--- src/timer_defs.svh ---
// Constants for the 10-bit timer with PWM: register offsets, reset values,
// field positions, clock-divider masks and period figures.
// Assumes inclusion by the package and by the timer module alike.
//
// Summary of operation
// - Mode 11 behaves like compare mode but never drives the output pin.
// - Mode 10 makes a fixed-frequency, variable-duty waveform on the pin.
// - PWM mode ignores clear_on_a_select; the period register alone clears.
// - period_duty_swap 0: P is period, A duty; 1: A period, P duty.
// - Period code n gives n*128 clocks; code 000 gives 1024, full overflow.
// - PWM mode sets match_a_flag and match_p_flag on each own match.
// - PWM output_action passes the waveform or forces a fixed level.
// - output_invert inverts the pin level; no effect in timer mode.
// - Duty equal to or above period holds the output active all period.
// - Counting and matching go on while output_action forces the pin.
// - In PWM each period-match clear starts a new PWM period.
// - Core is a 10-bit up-counter on internal or external pin clock.
// - Comparator P checks bits 9..7 against the code and bits 6..0 for zero; comparator A all ten bits.
// - Software clears counter only by timer_on rise; hardware clears on matches.
// - timer_on 1 runs; 0 stops; rise zeroes count, fall keeps it.
// - Compare mode: timer_on rise returns pin to output_level_select level.
// - counter_pause holds the count; clearing it resumes from that value.
// - count_clock_select picks sys/4, sys, H/16, H/64, sub, external edges.
// - Count reads through low byte and high two bits; upper bits read zero.
// - Match A value sits in a read/write byte pair resetting to zero.
// - PWM output_action 00 inactive, 01 active, 10 waveform.
// - PWM output_level_select 1 means active high, 0 active low.
// - Non-PWM: select 0 clears on P match or overflow; 1 on A only.
`ifndef TIMER_DEFS_SVH
`define TIMER_DEFS_SVH
`define OFF_CTRL0 8'h00
`define OFF_CTRL1 8'h04
`define OFF_CNT_LO 8'h08
`define OFF_CNT_HI 8'h0C
`define OFF_A_LO 8'h10
`define OFF_A_HI 8'h14
`define OFF_FLAGS 8'h18
`define CTRL0_RESET 8'h00
`define CTRL1_RESET 8'h00
`define MATCH_A_RESET 10'h000
`define FLAG_A_BIT 0
`define FLAG_P_BIT 1
`define CTRL0_ON_BIT 3
`define COUNT_MAX 10'h3FF
`define FULL_PERIOD 11'h400
`define DIV4_MASK 6'h03
`define DIV16_MASK 6'h0F
`define DIV64_MASK 6'h3F
`define ACT_00 2'b00
`define ACT_01 2'b01
`define ACT_10 2'b10
`define ACT_11 2'b11
`endif

--- src/timer_pkg.sv ---
// Types shared by the 10-bit timer: control register layouts and enumerations.
// Assumes the constants header is available on the include path.
`include "timer_defs.svh"
package timer_pkg;
    typedef enum logic [1:0] {MODE_COMPARE, MODE_RESERVED, MODE_PWM, MODE_TIMER} mode_t;
    typedef enum logic [2:0] {CLK_SYS_DIV4, CLK_SYS, CLK_H_DIV16, CLK_H_DIV64, CLK_SUB, CLK_UNDEF,
                              CLK_EXT_RISE, CLK_EXT_FALL} clk_sel_t;
    // First control register, bit 7 down to bit 0.
    typedef struct packed {
        logic counter_pause;
        clk_sel_t count_clock_select;
        logic timer_on;
        logic [2:0] period_code;
    } ctrl0_t;
    // Second control register, bit 7 down to bit 0.
    typedef struct packed {
        mode_t mode_select;
        logic [1:0] output_action;
        logic output_level_select;
        logic output_invert;
        logic period_duty_swap;
        logic clear_on_a_select;
    } ctrl1_t;
endpackage

--- src/ten_bit_timer_pwm.sv ---
// The 10-bit timer with compare output, PWM and timer/counter modes, behind
// an APB slave. Assumes pclk is the system clock and also the high clock,
// and that sub_clock and external_count_pin are levels from outside.
`include "timer_defs.svh"
module ten_bit_timer_pwm
    import timer_pkg::*;
(
    // Clock and reset.
    input wire logic pclk,
    input wire logic presetn,
    // APB slave.
    input wire logic psel,
    input wire logic penable,
    input wire logic pwrite,
    input wire logic [7:0] paddr,
    input wire logic [31:0] pwdata,
    output logic [31:0] prdata,
    output logic pready,
    output logic pslverr,
    // Count sources.
    input wire logic sub_clock,
    input wire logic external_count_pin,
    // Timer output pin.
    output logic timer_output_pin_o,
    output logic timer_output_pin_oe
);

    ctrl0_t ctrl0_reg;
    ctrl1_t ctrl1_reg;
    logic [9:0] match_a_reg;
    logic [9:0] cnt_reg;
    logic flag_a_reg;
    logic flag_p_reg;
    logic level_reg;
    logic pin_reg;
    logic oe_reg;
    logic pready_reg;
    logic pslverr_reg;
    logic [31:0] prdata_reg;
    logic [5:0] pre_reg;
    logic ext_meta_reg;
    logic ext_sync_reg;
    logic ext_prev_reg;
    logic sub_prev_reg;

    logic wr;
    logic rd_load;
    ctrl0_t wr0;
    logic on_rise;
    logic tick;
    logic count_en;
    logic [9:0] inc;
    logic a_hit;
    logic p_hit;
    logic clear_hit;
    logic a_set;
    logic p_set;
    logic is_pwm;
    logic [10:0] p_len;
    logic [10:0] a_len;
    logic [10:0] period;
    logic [10:0] duty;
    logic pwm_active;
    logic pin_next;
    logic [7:0] rd_byte;
    logic rd_hit;

    // Ports come straight from flip-flops.
    // No output has a path from an input.
    assign prdata = prdata_reg;
    assign pready = pready_reg;
    assign pslverr = pslverr_reg;
    assign timer_output_pin_o = pin_reg;
    assign timer_output_pin_oe = oe_reg;

    // A write lands at the edge where the master sees pready high.
    // A read is loaded early, in the wait state.
    assign wr = psel & penable & pready_reg & pwrite;
    assign rd_load = psel & penable & ~pready_reg;
    assign wr0 = ctrl0_t'(pwdata[7:0]);
    // Only a write turning timer_on from 0 to 1 restarts the counter.
    // It also reloads the compare level from output_level_select.
    assign on_rise = wr & (paddr == `OFF_CTRL0) & pwdata[`CTRL0_ON_BIT] & ~ctrl0_reg.timer_on;
    assign is_pwm = (ctrl1_reg.mode_select == MODE_PWM);

    // APB handshake: one wait state, so every access phase lasts two cycles.
    // The wait gives the read mux a full cycle.
    always_ff @(posedge pclk or negedge presetn) begin
        if (!presetn) begin
            pready_reg <= 1'b0;
        end else begin
            pready_reg <= rd_load;
        end
    end

    // Read data and error are loaded together with pready.
    // Data stays after the access; pslverr drops.
    always_ff @(posedge pclk or negedge presetn) begin
        if (!presetn) begin
            prdata_reg <= 32'h0000_0000;
            pslverr_reg <= 1'b0;
        end else if (rd_load) begin
            prdata_reg <= {24'h00_0000, rd_byte};
            pslverr_reg <= ~rd_hit;
        end else begin
            pslverr_reg <= 1'b0;
        end
    end

    // Read multiplexer; bits above each implemented field read as zero.
    // The count pair is not latched; a carry can tear it.
    always_comb begin
        rd_hit = 1'b1;
        case (paddr)
            `OFF_CTRL0: rd_byte = ctrl0_reg;
            `OFF_CTRL1: rd_byte = ctrl1_reg;
            `OFF_CNT_LO: rd_byte = cnt_reg[7:0];
            `OFF_CNT_HI: rd_byte = {6'h00, cnt_reg[9:8]};
            `OFF_A_LO: rd_byte = match_a_reg[7:0];
            `OFF_A_HI: rd_byte = {6'h00, match_a_reg[9:8]};
            `OFF_FLAGS: rd_byte = {6'h00, flag_p_reg, flag_a_reg};
            default: begin
                rd_byte = 8'h00;
                rd_hit = 1'b0;
            end
        endcase
    end

    // Control registers. Mode and action should be changed only while stopped.
    // on_rise sees the old timer_on; a second 1 is no restart.
    always_ff @(posedge pclk or negedge presetn) begin
        if (!presetn) begin
            ctrl0_reg <= ctrl0_t'(`CTRL0_RESET);
            ctrl1_reg <= ctrl1_t'(`CTRL1_RESET);
        end else if (wr) begin
            if (paddr == `OFF_CTRL0) begin
                ctrl0_reg <= wr0;
            end
            if (paddr == `OFF_CTRL1) begin
                ctrl1_reg <= ctrl1_t'(pwdata[7:0]);
            end
        end
    end

    // Match A value as a byte pair; the high write keeps only two bits.
    // Either half may be written first.
    always_ff @(posedge pclk or negedge presetn) begin
        if (!presetn) begin
            match_a_reg <= `MATCH_A_RESET;
        end else if (wr && paddr == `OFF_A_LO) begin
            match_a_reg[7:0] <= pwdata[7:0];
        end else if (wr && paddr == `OFF_A_HI) begin
            match_a_reg[9:8] <= pwdata[1:0];
        end
    end

    // Free-running prescaler shared by the divided internal sources.
    // Sharing it saves counters, but the first tick after a
    // start may come up to one divider period early.
    always_ff @(posedge pclk or negedge presetn) begin
        if (!presetn) begin
            pre_reg <= 6'h00;
        end else begin
            pre_reg <= pre_reg + 6'h01;
        end
    end

    // Two-flop synchroniser, then a third stage for edge detection.
    // The detector compares the second and third stages; the first never feeds it.
    // A pin level must stand one full clock, or an edge can be lost.
    always_ff @(posedge pclk or negedge presetn) begin
        if (!presetn) begin
            ext_meta_reg <= 1'b0;
            ext_sync_reg <= 1'b0;
            ext_prev_reg <= 1'b0;
            sub_prev_reg <= 1'b0;
        end else begin
            ext_meta_reg <= external_count_pin;
            ext_sync_reg <= ext_meta_reg;
            ext_prev_reg <= ext_sync_reg;
            sub_prev_reg <= sub_clock;
        end
    end

    // Source select; the reserved code gives no ticks at all.
    // One previous-value flop catches the slow sub clock edge.
    always_comb begin
        case (ctrl0_reg.count_clock_select)
            CLK_SYS_DIV4: tick = ((pre_reg & `DIV4_MASK) == `DIV4_MASK);
            CLK_SYS: tick = 1'b1;
            CLK_H_DIV16: tick = ((pre_reg & `DIV16_MASK) == `DIV16_MASK);
            CLK_H_DIV64: tick = (pre_reg == `DIV64_MASK);
            CLK_SUB: tick = sub_clock & ~sub_prev_reg;
            CLK_EXT_RISE: tick = ext_sync_reg & ~ext_prev_reg;
            CLK_EXT_FALL: tick = ~ext_sync_reg & ext_prev_reg;
            default: tick = 1'b0;
        endcase
    end

    // A match is judged on the value the counter is about to take.
    assign count_en = ctrl0_reg.timer_on & ~ctrl0_reg.counter_pause & tick;
    assign inc = cnt_reg + 10'h001;
    // P matches only on entering a 128-multiple; code 000 matches at wrap.
    // A value of zero never matches; it means overflow.
    assign p_hit = (inc[9:7] == ctrl0_reg.period_code) && (inc[6:0] == 7'h00);
    assign a_hit = (inc == match_a_reg) && (match_a_reg != 10'h000);

    // Clear source: PWM follows the period register only.
    // Judged on the next value, a clear takes the place of
    // the step that would reach the match.
    always_comb begin
        if (is_pwm) begin
            clear_hit = ctrl1_reg.period_duty_swap ? a_hit : p_hit;
        end else begin
            clear_hit = ctrl1_reg.clear_on_a_select ? a_hit : p_hit;
        end
    end

    // Flags follow real steps only, never a stopped count.
    assign a_set = count_en & a_hit;
    // With clear-on-A outside PWM, the P flag stays silent.
    assign p_set = count_en & p_hit & (is_pwm | ~ctrl1_reg.clear_on_a_select);

    // The counter: only a timer_on rise lets software move it.
    // A restart wins over a step, so a start begins at zero.
    always_ff @(posedge pclk or negedge presetn) begin
        if (!presetn) begin
            cnt_reg <= 10'h000;
        end else if (on_rise) begin
            cnt_reg <= 10'h000;
        end else if (count_en) begin
            cnt_reg <= clear_hit ? 10'h000 : inc;
        end
    end

    // Match flags: write one to clear, and a new match beats the clear.
    // A clear in the match cycle leaves the flag set.
    always_ff @(posedge pclk or negedge presetn) begin
        if (!presetn) begin
            flag_a_reg <= 1'b0;
            flag_p_reg <= 1'b0;
        end else begin
            flag_a_reg <= a_set | (flag_a_reg & ~(wr && paddr == `OFF_FLAGS && pwdata[`FLAG_A_BIT]));
            flag_p_reg <= p_set | (flag_p_reg & ~(wr && paddr == `OFF_FLAGS && pwdata[`FLAG_P_BIT]));
        end
    end

    // Lengths in timer clocks; code 000 and A value 0 mean full overflow.
    // Eleven bits hold 1024 without wrapping to zero.
    assign p_len = (ctrl0_reg.period_code == 3'b000) ? `FULL_PERIOD : {1'b0, ctrl0_reg.period_code, 7'h00};
    assign a_len = (match_a_reg == 10'h000) ? `FULL_PERIOD : {1'b0, match_a_reg};
    assign period = ctrl1_reg.period_duty_swap ? a_len : p_len;
    assign duty = ctrl1_reg.period_duty_swap ? p_len : {1'b0, match_a_reg};
    // A new period starts with every clear, since the count falls to zero.
    assign pwm_active = (duty >= period) | ({1'b0, cnt_reg} < duty);

    // Compare-mode pin level before polarity; only A matches and a timer_on rise move it.
    // An action equal to the level shows no change.
    always_ff @(posedge pclk or negedge presetn) begin
        if (!presetn) begin
            level_reg <= 1'b0;
        end else if (on_rise) begin
            level_reg <= ctrl1_reg.output_level_select;
        end else if (a_set && ctrl1_reg.mode_select != MODE_PWM) begin
            case (ctrl1_reg.output_action)
                `ACT_01: level_reg <= 1'b0;
                `ACT_10: level_reg <= 1'b1;
                `ACT_11: level_reg <= ~level_reg;
                default: level_reg <= level_reg;
            endcase
        end
    end

    // Pin level. Forcing only overrides the drive; counting carries on.
    // Action 11 is undefined in PWM and drives inactive.
    always_comb begin
        pin_next = level_reg;
        if (is_pwm) begin
            case (ctrl1_reg.output_action)
                `ACT_00: pin_next = ~ctrl1_reg.output_level_select;
                `ACT_01: pin_next = ctrl1_reg.output_level_select;
                `ACT_10: pin_next = pwm_active ~^ ctrl1_reg.output_level_select;
                default: pin_next = ~ctrl1_reg.output_level_select;
            endcase
        end
        if (ctrl1_reg.mode_select != MODE_TIMER) begin
            pin_next = pin_next ^ ctrl1_reg.output_invert;
        end
    end

    // Pin and enable; timer mode leaves the pin to other functions.
    // Both come from flops and move on the same edge.
    // Mode 01 is reserved: it counts as compare with the pin off.
    always_ff @(posedge pclk or negedge presetn) begin
        if (!presetn) begin
            pin_reg <= 1'b0;
            oe_reg <= 1'b0;
        end else begin
            pin_reg <= pin_next;
            oe_reg <= (ctrl1_reg.mode_select == MODE_COMPARE) | is_pwm;
        end
    end
endmodule

--- config.mk ---
export PLATFORM = sky130hd
export DESIGN_NAME = ten_bit_timer_pwm
export DESIGN_NICKNAME = d
export VERILOG_FILES = /design/src/timer_pkg.sv /design/src/ten_bit_timer_pwm.sv
export VERILOG_INCLUDE_DIRS = /design/src
export SDC_FILE = /design/constraint.sdc
export NUM_CORES = 1
export LEC_CHECK = 0
export BUFFER_PORTS_ARGS = -buffer_cell sky130_fd_sc_hd__buf_2
export CAP_MARGIN = 30
export CORE_ASPECT_RATIO = 0.7
export CORE_MARGIN = 2
export CORE_UTILIZATION = 40
export DETAILED_ROUTE_END_ITERATION = 16
export PLACE_DENSITY_LB_ADDON = 0.15
export RECOVER_POWER = 100
export SLEW_MARGIN = 20
export SYNTH_ARGS = -nofsm -noshare
export SYNTH_HDL_FRONTEND = slang
export SYNTH_SLANG_ARGS = --single-unit
--- constraint.sdc ---
create_clock -name pclk -period 3.3 [get_ports pclk]
set_input_delay 0.165 -clock pclk [delete_from_list [all_inputs] [get_ports pclk]]
set_output_delay 0.165 -clock pclk [all_outputs]
set_load 0.05 [all_outputs]
Word level (Yosys, flattened, before mapping)

Index checks and enable logic that the tools add are counted.

Magnitude comparators: 2
Bitwise operators: 37
Eq/ne operators: 23
Add/subtract/negate cells: 2
Reduce and logical (&&, ||, !) cells: 23
Multiplexer cells: 20

Operators by type and width:

| cell                    | count |
|---|---|
| $pmux W8 S7             | 1 |
| $mux W11                | 4 |
| $mux W10                | 3 |
| $eq A8 B5 Y1 const B    | 3 |
| $and A1 B1 Y1           | 17 |
| $eq A8 B4 Y1 const B    | 2 |
| $not A1 Y1              | 13 |
| $ge A11 B11 Y1          | 1 |
| $lt A10 B11 Y1          | 1 |
| $add A10 B1 Y10 const B | 1 |
| $eq A10 B10 Y1          | 1 |
| $logic_not A10 Y1       | 1 |
| $reduce_bool A10 Y1     | 1 |
| $eq A3 B3 Y1 const B    | 3 |
| $mux W1                 | 9 |
| $eq A2 B2 Y1 const B    | 4 |
| $eq A8 B3 Y1 const B    | 1 |
| $logic_and A1 B1 Y1     | 8 |
| $logic_not A8 Y1        | 1 |
| $reduce_and A2 Y1       | 4 |
| $logic_not A7 Y1        | 1 |
| $pmux W1 S7             | 1 |
| $reduce_or A7 Y1        | 1 |
| $add A6 B1 Y6 const B   | 1 |
| 16 further kinds        | 24 |

Input port bits: 47
Register bits after elaboration: 61
Word-level logic and storage cells: 133
Output and inout port bits: 36

Depth between registers and ports, before layout

Depth in word-level cells: 10
Mapped depth: 11

Least setup slack after synthesis

Ideal clock, no wire load.

Path kind: register -> register
Start: register match_a_reg[2]
End: register pin_reg, in the netlist timer_output_pin_o
Buffers on the path: 0
Stages on the path, launching flop included: 10
Setup slack: 697 ps
Arrival time: 2474 ps
Cell sequence: dfrtp_1 or4_1 nor4b_1 a21oi_1 ha_1 nand3_1 o211a_1 a2111oi_0 o31a_1 a21oi_1

Word-level cells in the longest chain between the ends: 10

Ends and longest elaborated chain:

| item                     | RTL line                 | RTL |
|---|---|---|
| start: declaration       | ten_bit_timer_pwm.sv:30  | `logic [9:0] match_a_reg;` |
| start signal: assignment | ten_bit_timer_pwm.sv:149 | `` match_a_reg <= `MATCH_A_RESET; `` |
| start signal: assignment | ten_bit_timer_pwm.sv:151 | `match_a_reg[7:0] <= pwdata[7:0];` |
| $logic_not A10 Y1        | ten_bit_timer_pwm.sv:251 | `` assign a_len = (match_a_reg == 10'h000) ? `FULL_PERIOD : {1'b0, match_a_reg}; `` |
| $mux W11                 | ten_bit_timer_pwm.sv:251 |  |
| $mux W11                 | ten_bit_timer_pwm.sv:252 | `assign period = ctrl1_reg.period_duty_swap ? a_len : p_len;` |
| $ge A11 B11 Y1           | ten_bit_timer_pwm.sv:255 | `assign pwm_active = (duty >= period) \| ({1'b0, cnt_reg} < duty);` |
| $or A1 B1 Y1 (*)         | ten_bit_timer_pwm.sv:255 |  |
| $xnor A1 B1 Y1 (*)       | ten_bit_timer_pwm.sv:282 | `` `ACT_10: pin_next = pwm_active ~^ ctrl1_reg.output_level_select; `` |
| $pmux W1 S2 (*)          | ten_bit_timer_pwm.sv:279 | `case (ctrl1_reg.output_action)` |
| $mux W1 (*)              | ten_bit_timer_pwm.sv:278 | `if (is_pwm) begin` |
| $xor A1 B1 Y1            | ten_bit_timer_pwm.sv:287 | `pin_next = pin_next ^ ctrl1_reg.output_invert;` |
| $mux W1 (*)              | ten_bit_timer_pwm.sv:286 | `if (ctrl1_reg.mode_select != MODE_TIMER) begin` |
| via pin_next             | ten_bit_timer_pwm.sv:64  | `logic pin_next;` |
| end signal: assignment   | ten_bit_timer_pwm.sv:299 | `pin_reg <= pin_next;` |
| end: declaration         | ten_bit_timer_pwm.sv:35  | `logic pin_reg;` |

Mark *: on every way through the listed nets, which the timed path passes. The rest lies on a longest branch.
A chain may end at the register's enable or synchronous reset.

Final worst setup path

Start: register ctrl1_reg[1] in the netlist's numbering
End: register pin_reg, in the netlist timer_output_pin_o

Word-level cells in the longest chain between the ends: 8

Ends and longest elaborated chain:

| item                                                    | RTL line                                           | RTL |
|---|---|---|
| start: declaration                                      | ten_bit_timer_pwm.sv:29                            | `ctrl1_t ctrl1_reg;` |
| start signal: assignment                                | ten_bit_timer_pwm.sv:134                           | `` ctrl1_reg <= ctrl1_t'(`CTRL1_RESET); `` |
| start signal: assignment                                | ten_bit_timer_pwm.sv:140                           | `ctrl1_reg <= ctrl1_t'(pwdata[7:0]);` |
| $mux W11 (on tied branches)                             | ten_bit_timer_pwm.sv:253, ten_bit_timer_pwm.sv:252 |  |
| $ge A11 B11 Y1 / $lt A10 B11 Y1 (equally long branches) | ten_bit_timer_pwm.sv:255                           |  |
| $or A1 B1 Y1 (*)                                        | ten_bit_timer_pwm.sv:255                           |  |
| $xnor A1 B1 Y1 (*)                                      | ten_bit_timer_pwm.sv:282                           |  |
| $pmux W1 S2 (*)                                         | ten_bit_timer_pwm.sv:279                           |  |
| $mux W1 (*)                                             | ten_bit_timer_pwm.sv:278                           |  |
| $xor A1 B1 Y1                                           | ten_bit_timer_pwm.sv:287                           |  |
| $mux W1 (*)                                             | ten_bit_timer_pwm.sv:286                           |  |
| via pin_next                                            | ten_bit_timer_pwm.sv:64                            |  |

Marked as above.

==> results_dict.tcl <==
set metrics [dict create \
    grt_use_total 0.197 \
    synth-edff-count 0 \
    holdPathStages 2 \
    netlist_instances 424 \
    yosysSeqAreaShare 0.364 \
    worst_setup_path_start_kind "register" \
    maxSlewViolCount 36 \
    grt_first_pass_wirelength_um 17400 \
    hold_viol 0 \
    vias 3306 \
    first_pass_iters 5 \
    cts.clk_slew.worst_paths_ns 0.05 \
    drt_iter0_drc 218 \
    syn-cell-area_um2 4200 \
    cts_resized 0 \
    root_buffer "clkbuf_16" \
    hold_path.class "primary input to register" \
    rows 31 \
    rsz0062_at_grt "no" \
    viasPerCell 5.54 \
    worst_pin_slew_ns 1.93 \
    final_antenna_net_count 0 \
    clk_latency_ns 0.34 \
    worstSetupPathType "register to register" \
    gp_congestion 0.836 \
    io_pins 83 \
    routedWlPerCell_um 18.1 \
    reg2reg_from "ctrl1_reg[1]$_DFFE_PN0P_" \
    mostFrequentLayoutCells "61 x dfrtp_1, 37 x nand2_1, 28 x mux2_2" \
    power_density_nw_per_um2 393 \
    syn2layout_area_growth_pct 12.3 \
    antenna_found_initial 0 \
    violations "capacitance limit, slew limit" \
    antennaDiodeCount 0 \
    p_total_mw 1.85 \
    die_h_um 89.7 \
    h-tree-depth 3 \
    crit_arrival_ns 3.19 \
    period_share 0.902 \
    core_area_um2 10300 \
    fin_nets 527 \
    met1_length_um 5860 \
    crit_required_ns 3.51 \
    maxCapViolations 1 \
    cts.sinks 61 \
    cts_buffers 9 \
    synthDistinctLibCells 68 \
    die_area_um2 11300 \
    clockBufferDepth 2 \
    dp.final_hpwl_um 7920 \
    async_flop_share 1.00 \
    post-route-drc-count 0 \
    ys_seq_elements 61 \
    skew_ns 0.00694 \
    syn_area_per_cell_um2 9.90 \
    clock.fmax_mhz 336 \
    ir_drop_mv 0.238 \
    portBuffers 34 \
    fin_setup_tns_ns 0 \
    drive_gt1_frac 0.196 \
    route.met3.wl_um 559 \
    hp-start "pwdata[2]" \
    overflow 0 \
    wl_met2_um 4240 \
    status "complete, but fails checks" \
    drt_wl_total_um 10800 \
    cp_max_fo 12 \
    relSlewSlack -0.287 \
    nFillCells 995 \
    final_common_cell "dfrtp_1" \
    min_period_ns 2.98 \
    p_leak_nw 2.09 \
    start_util 0.409 \
    routed.top_layer "met4" \
    cts_tree "built" \
    reg2reg_depth 9 \
    yosys_warnings 0 \
    grt_pass1_vias 3091 \
    synth_ff_type "dfrtp_1" \
    die_w_um 126 \
    finalSetupViolations 0 \
    cp-startpoint "ctrl1_reg[1]$_DFFE_PN0P_" \
    worstSetupEndpointType "register" \
    grt_start_max_net_pins 36 \
]
[timing repair]
action / CTS / global route
buffers inserted: 0 / 0
hold buffers: 3 / 0
endpoints found under the hold margin: 36 / 0
[power by group]
group,switching [mW],internal (mW)
clock network,0.340,0.618
registers,0.00397,0.754
logic,0.112,0.0257
[cell families after synthesis]
group           after synthesis  share of synthesized area
fa+ha+maj                    19                     0.0566
xor+xnor                     16                     0.0405
simple gates                129                      0.182
mux                          45                      0.122
compound gates               92                      0.153
buf+inv                      61                     0.0816
flops                        61                      0.364
other cells                   1                   0.000893
[per-layer routing]
| layer | global-route usage | vias to the layer above |
|---|---|---|
| met4 | 0.0522 | 0 |
| met3 | 0.0482 | 10 |
| met2 | 0.254 | 95 |
| met1 | 0.320 | 1621 |
| li1 | - | 1580 |
| met5 | 0 | - |
[cell usage after synthesis, drive strengths merged, types with 5 or more instances]
library cell,n,area (µm²)
a21oi,11,58.8
a22oi,6,45.0
a31oi,15,109
buf,34,239
clkbuf,14,55.1
dfrtp,61,1530
ha,19,238
inv,13,48.8
mux2,28,315
mux2i,15,150
nand2,38,145
nand2b,11,68.8
nand3,16,108
nand3b,9,67.6
nor2,12,45.0
nor2b,5,31.3
nor3,5,30.0
nor4,5,43.8
o21ai,28,140
xnor2,9,78.8
xor2,5,43.8
[layout make-up]
cell class              instances  area (µm²)  area share
inverters                      13        48.8      0.0104
clock buffers                  11         253      0.0536
clock inverters                 4        47.5      0.0101
flip-flops and latches         61        1530       0.324
repair buffers                 51         278      0.0589
multi-input cells             325        2400       0.508
well taps                     132         165      0.0350
[through the flow]
step | area, µm² | instances | utilization | hold WS [ns] | worst slack [ns]
global placement | 4430 | 579 | 0.431 | 0.275 | 0.504
global route | 4710 | 597 | 0.459 | 0.0915 | 0.144
detailed placement | 4430 | 579 | 0.431 | 0.274 | 0.465
finish | 4710 | 597 | 0.459 | 0.0920 | 0.324
CTS | 4760 | 597 | 0.463 | 0.0812 | 0.436
floorplan | 4290 | 447 | - | -0.131 | 0.697
[worst max-delay path, stage by stage, from the launching register on]
cell       delay (ns)
dfrtp_1          0.53
clkbuf_1         0.26
nand2b_1         0.18
ha_1             0.18
or4_1            0.56
a21oi_1          0.12
o21ai_0          0.25
a2111oi_0        0.52
o31a_1           0.20
a21oi_1          0.04
[worst paths after layout]
check	slack, ns	endpoint
max	0.32	timer_output_pin_o$_DFF_PN0_
max in group asynchronous	0.86	ctrl1_reg[4]$_DFFE_PN0P_
max reg2reg	0.32	timer_output_pin_o$_DFF_PN0_
min	0.09	ctrl1_reg[2]$_DFFE_PN0P_
min reg2reg	0.35	ext_sync_reg$_DFF_PN0_
min in group asynchronous	0.91	prdata[3]$_DFFE_PN0P_
Power figures use the tool's default switching activity.
